## src/port_devctl_pkg.sv

```systemverilog
`default_nettype none
package port_devctl_pkg;
  // register bus geometry
  localparam int unsigned ADDR_W = 8;
  localparam int unsigned DATA_W = 32;
  localparam logic [7:0]  PORT_DEVICE_CONTROL_OFS = 8'hC8;

  // field positions inside port_device_control
  localparam int unsigned CORR_EN_BIT    = 0;
  localparam int unsigned NONFATAL_EN_BIT = 1;
  localparam int unsigned FATAL_EN_BIT   = 2;
  localparam int unsigned UNSUP_EN_BIT   = 3;
  localparam int unsigned RELAX_ORD_BIT  = 4;
  localparam int unsigned PAYLOAD_LSB    = 5;
  localparam int unsigned PAYLOAD_MSB    = 7;
  localparam int unsigned EXT_TAG_BIT    = 8;
  localparam int unsigned PHANTOM_BIT    = 9;
  localparam int unsigned AUX_PWR_BIT    = 10;
  localparam int unsigned NO_SNOOP_BIT   = 11;
  localparam int unsigned RDREQ_LSB      = 12;
  localparam int unsigned RDREQ_MSB      = 14;
  localparam int unsigned RSVD_BIT       = 15;

  // payload size codes
  localparam logic [2:0] PAYLOAD_RESET     = 3'h0;
  localparam logic [2:0] PAYLOAD_CAP_SMALL = 3'h1;
  localparam logic [2:0] PAYLOAD_CAP_LARGE = 3'h2;
  localparam logic [2:0] RDREQ_FIXED       = 3'h0;
endpackage
`default_nettype wire

```

## src/port_device_control.sv

```systemverilog
// The strobed register port was decided locally.
`timescale 1ns/1ps
`default_nettype none
module port_device_control (
  input  wire logic        clk,                 // 20 MHz core clock
  input  wire logic        nrst,                // conventional reset, async, active low
  input  wire logic        por_nrst,            // power-on reset, async, active low
  input  wire logic        large_payload_strap, // strap pin, asynchronous
  input  wire logic [7:0]  reg_addr,            // register byte address
  input  wire logic [31:0] reg_wdata,           // write data
  input  wire logic        reg_wr,              // write strobe
  input  wire logic        reg_rd,              // read strobe
  output logic      [31:0] reg_rdata,           // read data, cycle after strobe
  output logic             corr_report_en,      // correctable error reporting
  output logic             nonfatal_report_en,  // non-fatal error reporting
  output logic             fatal_report_en,     // fatal error reporting
  output logic             unsup_report_en,     // unsupported request reporting
  output logic      [2:0]  max_payload,         // programmed payload size code
  output logic      [2:0]  payload_cap,         // supported payload capability
  output logic             aux_power_en         // sticky aux power enable
);

  // strap synchroniser stages; the first stage feeds only the second
  logic        strap_s1_r;   // first capture of the strap pin
  logic        strap_s2_r;   // second stage, first trusted level
  logic        strap_s3_r;   // third stage, compared with the second
  logic        strap_r;      // filtered strap level
  logic        strap_nxt;    // next filtered strap level
  logic [2:0]  cap_nxt;      // next supported payload code

  // bus decode
  logic        sel_wr;       // write hits the control word
  logic        sel_rd;       // read hits the control word
  logic [2:0]  wr_code;      // payload code as written
  logic        clamp_hit;    // written code above capability

  // writable fields
  logic [3:0]  err_en_r;     // four reporting enables
  logic [3:0]  err_en_nxt;   // next reporting enables
  logic [2:0]  payload_r;    // stored payload code
  logic [2:0]  payload_nxt;  // next payload code

  // sticky field
  logic        aux_r;        // sticky aux power enable
  logic        aux_nxt;      // next aux power enable

  // read path
  logic [31:0] rdata_nxt;    // next read data
  logic [15:0] ctl_view;     // control word as software sees it

  // address decode
  // only the full byte address selects the word; there are no byte
  // enables, so a hit always carries all sixteen control bits at once
  assign sel_wr = reg_wr && (reg_addr == port_devctl_pkg::PORT_DEVICE_CONTROL_OFS);
  assign sel_rd = reg_rd && (reg_addr == port_devctl_pkg::PORT_DEVICE_CONTROL_OFS);

  // payload code lifted out of the write data
  // the slice is fixed by the package, so it cannot drift from the view
  assign wr_code = reg_wdata[port_devctl_pkg::PAYLOAD_MSB:port_devctl_pkg::PAYLOAD_LSB];

  // clamp compare against the registered capability
  // the registered copy keeps the compare off the synchroniser path,
  // at the cost of one more edge before a strap change takes effect
  assign clamp_hit = (wr_code > payload_cap);

  // strap filter and capability select
  // strap is taken only once two later stages agree, so a glitch is not seen
  // a strap that toggles every cycle simply keeps the last agreed level
  always_comb begin
    strap_nxt = strap_r;
    if (strap_s2_r == strap_s3_r) begin
      strap_nxt = strap_s3_r;
    end

    if (strap_nxt) begin
      cap_nxt = port_devctl_pkg::PAYLOAD_CAP_LARGE;
    end else begin
      cap_nxt = port_devctl_pkg::PAYLOAD_CAP_SMALL;
    end
  end

  // strap stages and capability register
  // the capability resets to the small code, so a clamp during the
  // first few cycles after reset errs on the safe side

  always_ff @(posedge clk or negedge nrst) begin
    if (!nrst) begin
      strap_s1_r  <= 1'b0;
      strap_s2_r  <= 1'b0;
      strap_s3_r  <= 1'b0;
      strap_r     <= 1'b0;
      payload_cap <= port_devctl_pkg::PAYLOAD_CAP_SMALL;
    end else begin
      strap_s1_r  <= large_payload_strap;
      strap_s2_r  <= strap_s1_r;
      strap_s3_r  <= strap_s2_r;
      strap_r     <= strap_nxt;
      payload_cap <= cap_nxt;
    end
  end


  // next values of the writable fields
  // every write to the word reloads all four enables and the payload
  // code; there is no partial write, matching the bus without byte lanes
  always_comb begin
    err_en_nxt  = err_en_r;
    payload_nxt = payload_r;

    if (sel_wr) begin
      err_en_nxt[0] = reg_wdata[port_devctl_pkg::CORR_EN_BIT];
      err_en_nxt[1] = reg_wdata[port_devctl_pkg::NONFATAL_EN_BIT];
      err_en_nxt[2] = reg_wdata[port_devctl_pkg::FATAL_EN_BIT];
      err_en_nxt[3] = reg_wdata[port_devctl_pkg::UNSUP_EN_BIT];
      payload_nxt = wr_code;

      // clamp to capability
      // software that asks for more than the port supports gets the
      // largest legal code instead of an unusable one
      if (clamp_hit) begin
        payload_nxt = payload_cap;
      end
    end
  end

  // conventional reset clears the ordinary fields
  // both resets are asynchronous; the ordinary fields follow only the
  // conventional one, which the power-on reset is expected to accompany
  always_ff @(posedge clk or negedge nrst) begin
    if (!nrst) begin
      err_en_r  <= 4'h0;
      payload_r <= port_devctl_pkg::PAYLOAD_RESET;
    end else begin
      err_en_r  <= err_en_nxt;
      payload_r <= payload_nxt;
    end
  end


  // sticky bit: a conventional reset must not disturb it
  // a write during a conventional reset is still taken here, since the
  // bit lives only in the power-on reset domain
  always_comb begin
    aux_nxt = aux_r;

    if (sel_wr) begin
      aux_nxt = reg_wdata[port_devctl_pkg::AUX_PWR_BIT];
    end
  end


  // sticky aux enable
  // of the two resets, only power-on reset clears it; that reset must be held low with
  // the conventional one at power-up, or the bit starts unknown
  always_ff @(posedge clk or negedge por_nrst) begin
    if (!por_nrst) begin
      aux_r <= 1'b0;
    end else begin
      aux_r <= aux_nxt;
    end
  end


  // read view; hardwired zero fields are never stored, so writes cannot reach them
  // keeping them as constants rather than flops saves area and removes
  // any chance of a stray write surviving into a requester field
  always_comb begin
    ctl_view = 16'h0000;

    // reporting enables
    ctl_view[port_devctl_pkg::CORR_EN_BIT]     = err_en_r[0];
    ctl_view[port_devctl_pkg::NONFATAL_EN_BIT] = err_en_r[1];
    ctl_view[port_devctl_pkg::FATAL_EN_BIT]    = err_en_r[2];
    ctl_view[port_devctl_pkg::UNSUP_EN_BIT]    = err_en_r[3];
    ctl_view[port_devctl_pkg::RELAX_ORD_BIT] = 1'b0;

    // programmed payload size
    ctl_view[port_devctl_pkg::PAYLOAD_MSB:port_devctl_pkg::PAYLOAD_LSB] = payload_r;

    ctl_view[port_devctl_pkg::EXT_TAG_BIT] = 1'b0;
    ctl_view[port_devctl_pkg::PHANTOM_BIT] = 1'b0;

    // sticky aux power enable
    ctl_view[port_devctl_pkg::AUX_PWR_BIT] = aux_r;

    ctl_view[port_devctl_pkg::NO_SNOOP_BIT] = 1'b0;
    ctl_view[port_devctl_pkg::RDREQ_MSB:port_devctl_pkg::RDREQ_LSB] = port_devctl_pkg::RDREQ_FIXED;

    ctl_view[port_devctl_pkg::RSVD_BIT] = 1'b0;

    // data stands only in the cycle after the read; unmapped reads return zero
    // the status half of the word is not kept here and reads as zero
    rdata_nxt = 32'h0000_0000;
    if (sel_rd) begin
      rdata_nxt = {16'h0000, ctl_view};
    end
  end

  // outputs straight from flops
  // read data returns to zero after one cycle, so a master that samples
  // late sees zero rather than stale data
  always_ff @(posedge clk or negedge nrst) begin
    if (!nrst) begin
      reg_rdata <= 32'h0000_0000;
    end else begin
      reg_rdata <= rdata_nxt;
    end
  end


  // control outputs are plain wires from the field flops
  // no logic sits between flop and port, so consumers see clean levels
  assign corr_report_en     = err_en_r[0];
  assign nonfatal_report_en = err_en_r[1];
  assign fatal_report_en    = err_en_r[2];
  assign unsup_report_en    = err_en_r[3];
  assign max_payload        = payload_r;
  assign aux_power_en       = aux_r;
endmodule
`default_nettype wire

```

## config.mk

```make
export PLATFORM = sky130hd
export DESIGN_NAME = port_device_control
export DESIGN_NICKNAME = d
export VERILOG_FILES = /design/src/port_devctl_pkg.sv /design/src/port_device_control.sv
export SDC_FILE = /design/constraint.sdc
export NUM_CORES = 1
export LEC_CHECK = 0
export ABC_AREA = 1
export BUFFER_PORTS_ARGS = -buffer_cell sky130_fd_sc_hd__buf_2
export CAP_MARGIN = 15
export CORE_UTILIZATION = 41
export DETAILED_ROUTE_END_ITERATION = 10
export PLACE_DENSITY = 0.84
export SYNTH_ARGS = -nofsm -noshare
export SYNTH_HDL_FRONTEND = slang
export SYNTH_SLANG_ARGS = --single-unit
```

## constraint.sdc

```tcl
create_clock -name clk -period 4.2 [get_ports clk]
set_clock_uncertainty 0.15 [all_clocks]
set_input_delay 0.84 -clock clk [delete_from_list [all_inputs] [get_ports clk]]
set_output_delay 0.84 -clock clk [all_outputs]
set_load 0.02 [all_outputs]
```

# Yosys cells after proc, flatten, opt, wreduce, memory -nomap -nowiden
# Cells that the tools add are included.
# classes
muxes	4
n_addsub	0
n_reduce_logical	2
mul	0
div_mod_pow	0
magnitude_cmp	1
shift	0
n_eq_ne	2
bitwise_logic	0
# op_table
operator	n
$mux W11	1
$eq A8 B8 Y1 const B	1
$gt A3 B3 Y1	1
$mux W3	1
$logic_and A1 B1 Y1	2
$mux W2	1
$eq A1 B1 Y1	1
$mux W1	1
# totals
output_inout_bits	43
latch_bits	0
memories	0
ramBits	0
input_bits	46
rom_bits	0
word_cells	18
regBits	47

# Longest topological paths before layout
# depth
word_depth	3
mapped_depth	10
mapped_depth_nobuf	10

# Worst setup path after synthesis
# OpenSTA, ideal clock, no wires.
# synth_timing
path_type	input to register
startpoint	input reg_wdata[5]
endpoint	register payload_r[0], in the netlist max_payload[0]
path_slack_ns	2.449
stages	8
t_arrival_ns	1.484
path_cell_list	inv_1 > ha_1 > nand3_1 > nand2_1 > nand2_1 > nand2_1 > nand2_1 > nand2_1
# synth_between
elab_chain_len	2
# synth_lines
item	line	source
start, declared	port_device_control.sv:10	input wire logic [31:0] reg_wdata,
$gt A3 B3 Y1	port_device_control.sv:64	assign clamp_hit = (wr_code > payload_cap);
$mux W3 (*)	port_device_control.sv:120	if (clamp_hit) begin
end signal, assigned	port_device_control.sv:132	payload_r <= port_devctl_pkg::PAYLOAD_RESET;
end signal, assigned	port_device_control.sv:135	payload_r <= payload_nxt;
end, declared	port_device_control.sv:40	logic [2:0] payload_r;
# Mark *: on every way between the ends. The rest lies on a longest branch, timed or not.
# A chain may end at the register's enable or synchronous reset.

# Worst setup path after layout
# layout_timing
startpoint	register payload_cap[0]
endpoint	output payload_cap[0]
# layout_rtl
item	line	source
start, declared	port_device_control.sv:19	output logic [2:0] payload_cap,
start signal, assigned	port_device_control.sv:92	payload_cap <= port_devctl_pkg::PAYLOAD_CAP_SMALL;
start signal, assigned	port_device_control.sv:98	payload_cap <= cap_nxt;
# No word-level cell between the ends.

==> results.sh <==
export IMPL_setup_tns_ps=0
export IMPL_post_route_min_period_ps=1990
export IMPL_reg2reg_depth=7
export IMPL_post_cts_buffers=0
export IMPL_cts_max_level=1
export IMPL_port_buffers=39
export IMPL_start_util=0.4389
export IMPL_path_max_fanout=3
export IMPL_yosys_warnings=0
export IMPL_drtIter0Drc=8
export IMPL_hold_slack_ps=155.5
export IMPL_synth_cell_types=15
export IMPL_crit_slowest_cell="dfstp_2"
export IMPL_rsz0062_at_grt="no"
export IMPL_antenna_found_initial=0
export IMPL_crit_start="payload_cap[0]"
export IMPL_clk_path_buf_depth=2
export IMPL_post_cts_resized=0
export IMPL_cts_tree="done"
export IMPL_cp_data_required_time_ps=3210
export IMPL_grt_pass1_vias=653
export IMPL_routed_via_count=783
export IMPL_clock_latency_ps=280
export IMPL_hold_buffers=0
export IMPL_syn_instance_count=127
export IMPL_cpPeakStageDelay_ps=560
export IMPL_die_area_um2=2887
export IMPL_remaining_drc_errors=0
export IMPL_cts_reportedPaths_clkPinSlew_ps=110
export IMPL_syn_area_um2=1097
export IMPL_dpl_cell_count=194
export IMPL_hpwl_um=1394
export IMPL_final_area_um2=1251
export IMPL_yosys_area_top_type="dfrtp_1"
export IMPL_endpoint="payload_cap[0]"
export IMPL_crit_chain="buf_2"
export IMPL_grt_pass1_wl_um=2573
export IMPL_synth_ff_type="dfrtp_1"
export IMPL_root_buffer="clkbuf_4"
export IMPL_synth_top_area_frac=0.4561
export IMPL_fmax_mhz=502.5
export IMPL_final_core_util=0.5005
export IMPL_n_antenna_cell=0
export IMPL_finalSetupViolations=0
export IMPL_endpoint_kind="output port"
export IMPL_totalWireLength_um=1679
export IMPL_power_mw=0.3763
export IMPL_power_density_nw_per_um2=300.8
export IMPL_path_buf_inv=1
export IMPL_drtAntennaViolNets=0
export IMPL_cap_viol_max_count=0
export IMPL_layout_setup_ws_ps=2210
export IMPL_hold_class="in -> async"
export IMPL_numCtsBuffers=3
export IMPL_firstDrtPassIters=4
export IMPL_cp_start_kind="flip-flop"
export IMPL_core_area_um2=2500
export IMPL_viasPerCell=3.955
export IMPL_gp_congestion=0.7059
export IMPL_maxSlewViolCount=0
export IMPL_async_flop_share=1.000
export IMPL_die_x_um=53.74
export IMPL_ys_ff_latch=21
export IMPL_path_class="reg -> out"
export IMPL_synth_common_cells="nand2_1, buf_4, dfrtp_1"
export IMPL_nets=217
export IMPL_crit_family="flip-flops"
export IMPL_irDropWorstVdd_v=0.0001522
export IMPL_power_leakage_nw=0.7736
export IMPL_worstSetupPathDepth=1
export IMPL_track_usage=0.1212
export IMPL_finalCritPeriodShare=0.4738
export IMPL_grt_max_degree=21
export IMPL_pre_cts_ws_ps=2259
export IMPL_r2r_start="payload_cap[0]"
export IMPL_cts_sink_count=21
export IMPL_final_instance_count_excl_fill=198
export IMPL_synth_area_leaders="dfrtp_1, buf_4, nand2_1"
export IMPL_fp_dieH_um=53.74
export IMPL_place_area_um2=1225
export IMPL_critPathArrivalTime_ps=1000
export IMPL_num_rows=18
export IMPL_ys_seq_area_frac=0.4800
export IMPL_grt_overflow=0
export IMPL_report_final_hold_viol_count=0
export IMPL_pin_count=89
export IMPL_status="finished, final reports clean"
export IMPL_synth_edf_count=0
export IMPL_r2r_setup_slack_ps=2750
export IMPL_yosysMostFrequentCell="nand2_1"
export IMPL_synth_avg_cell_area_um2=8.640
export IMPL_post_drt_wl_per_cell_um=8.480
export IMPL_area_delta_synth_final_pct=14.03
export IMPL_drive_above_1_share=0.3274
export IMPL_r2r_end="max_payload[1]"
routing by layer:
layer	wire, um	GRT usage	vias to the layer above	part of all wire
met3	125	0.01695	2	0.074
met2	874	0.2284	35	0.52
met4	11	0.02632	0	0.0066
met1	668	0.1429	343	0.40
li1	-	-	403	-
met5	0	0	-	0
final cells by class:
cell class              instances  area (um^2)
repair buffers                 39        195.2
fillers                       256         1249
well taps                      30        37.54
multi-input cells              84        390.4
flip-flops and latches         21        526.8
clock buffers                   4        26.28
inverters                      20        75.07
registers in the layout, summed over array words and instances, names as in the netlist:
name	count
payload_cap	2
reg_rdata	8
err_en_r	4
aux_power_en	1
strap_s1_r	1
strap_s3_r	1
max_payload	3
strap_s2_r	1
placed cells by master, fill, tap and decap left out, types with 2 or more instances in the layout:
master	instances
nand2_1	32
nand3_2	2
nand2_2	4
buf_2	39
conb_1	25
clkbuf_4	3
inv_1	19
nand3_1	4
ha_1	2
nor2_1	9
dfrtp_1	20
nor2_2	4
how the worst min path moves through the flow:
stage	end	slack (ps)	depth (start not counted)
after CTS	aux_power_en	150	1
after global routing	aux_power_en	130	1
after floorplan	strap_s2_r	180	0
final	aux_power_en	160	1
after detailed placement	strap_s2_r	180	0
after global placement	strap_s2_r	180	0
cell families after synthesis:
family                   count (synthesis)  share of synthesized area
AND/OR/NAND/NOR                         56                     0.2406
AO/OA/AOI/OAI                            1                   0.006844
flip-flops                              21                     0.4800
adder cells (fa/ha/maj)                  2                    0.02280
other                                    1                   0.003417
buffers and inverters                   46                     0.2463
where the power goes:
part,internal (mW),switching (mW),leakage (nW),total (mW)
registers,0.210,0.00476,0.280,0.215
logic,0.0206,0.0508,0.479,0.0714
clock network,0.0368,0.0534,0.0150,0.0902
total,0.267,0.109,0.774,0.376
Power figures use the tool's default switching activity.
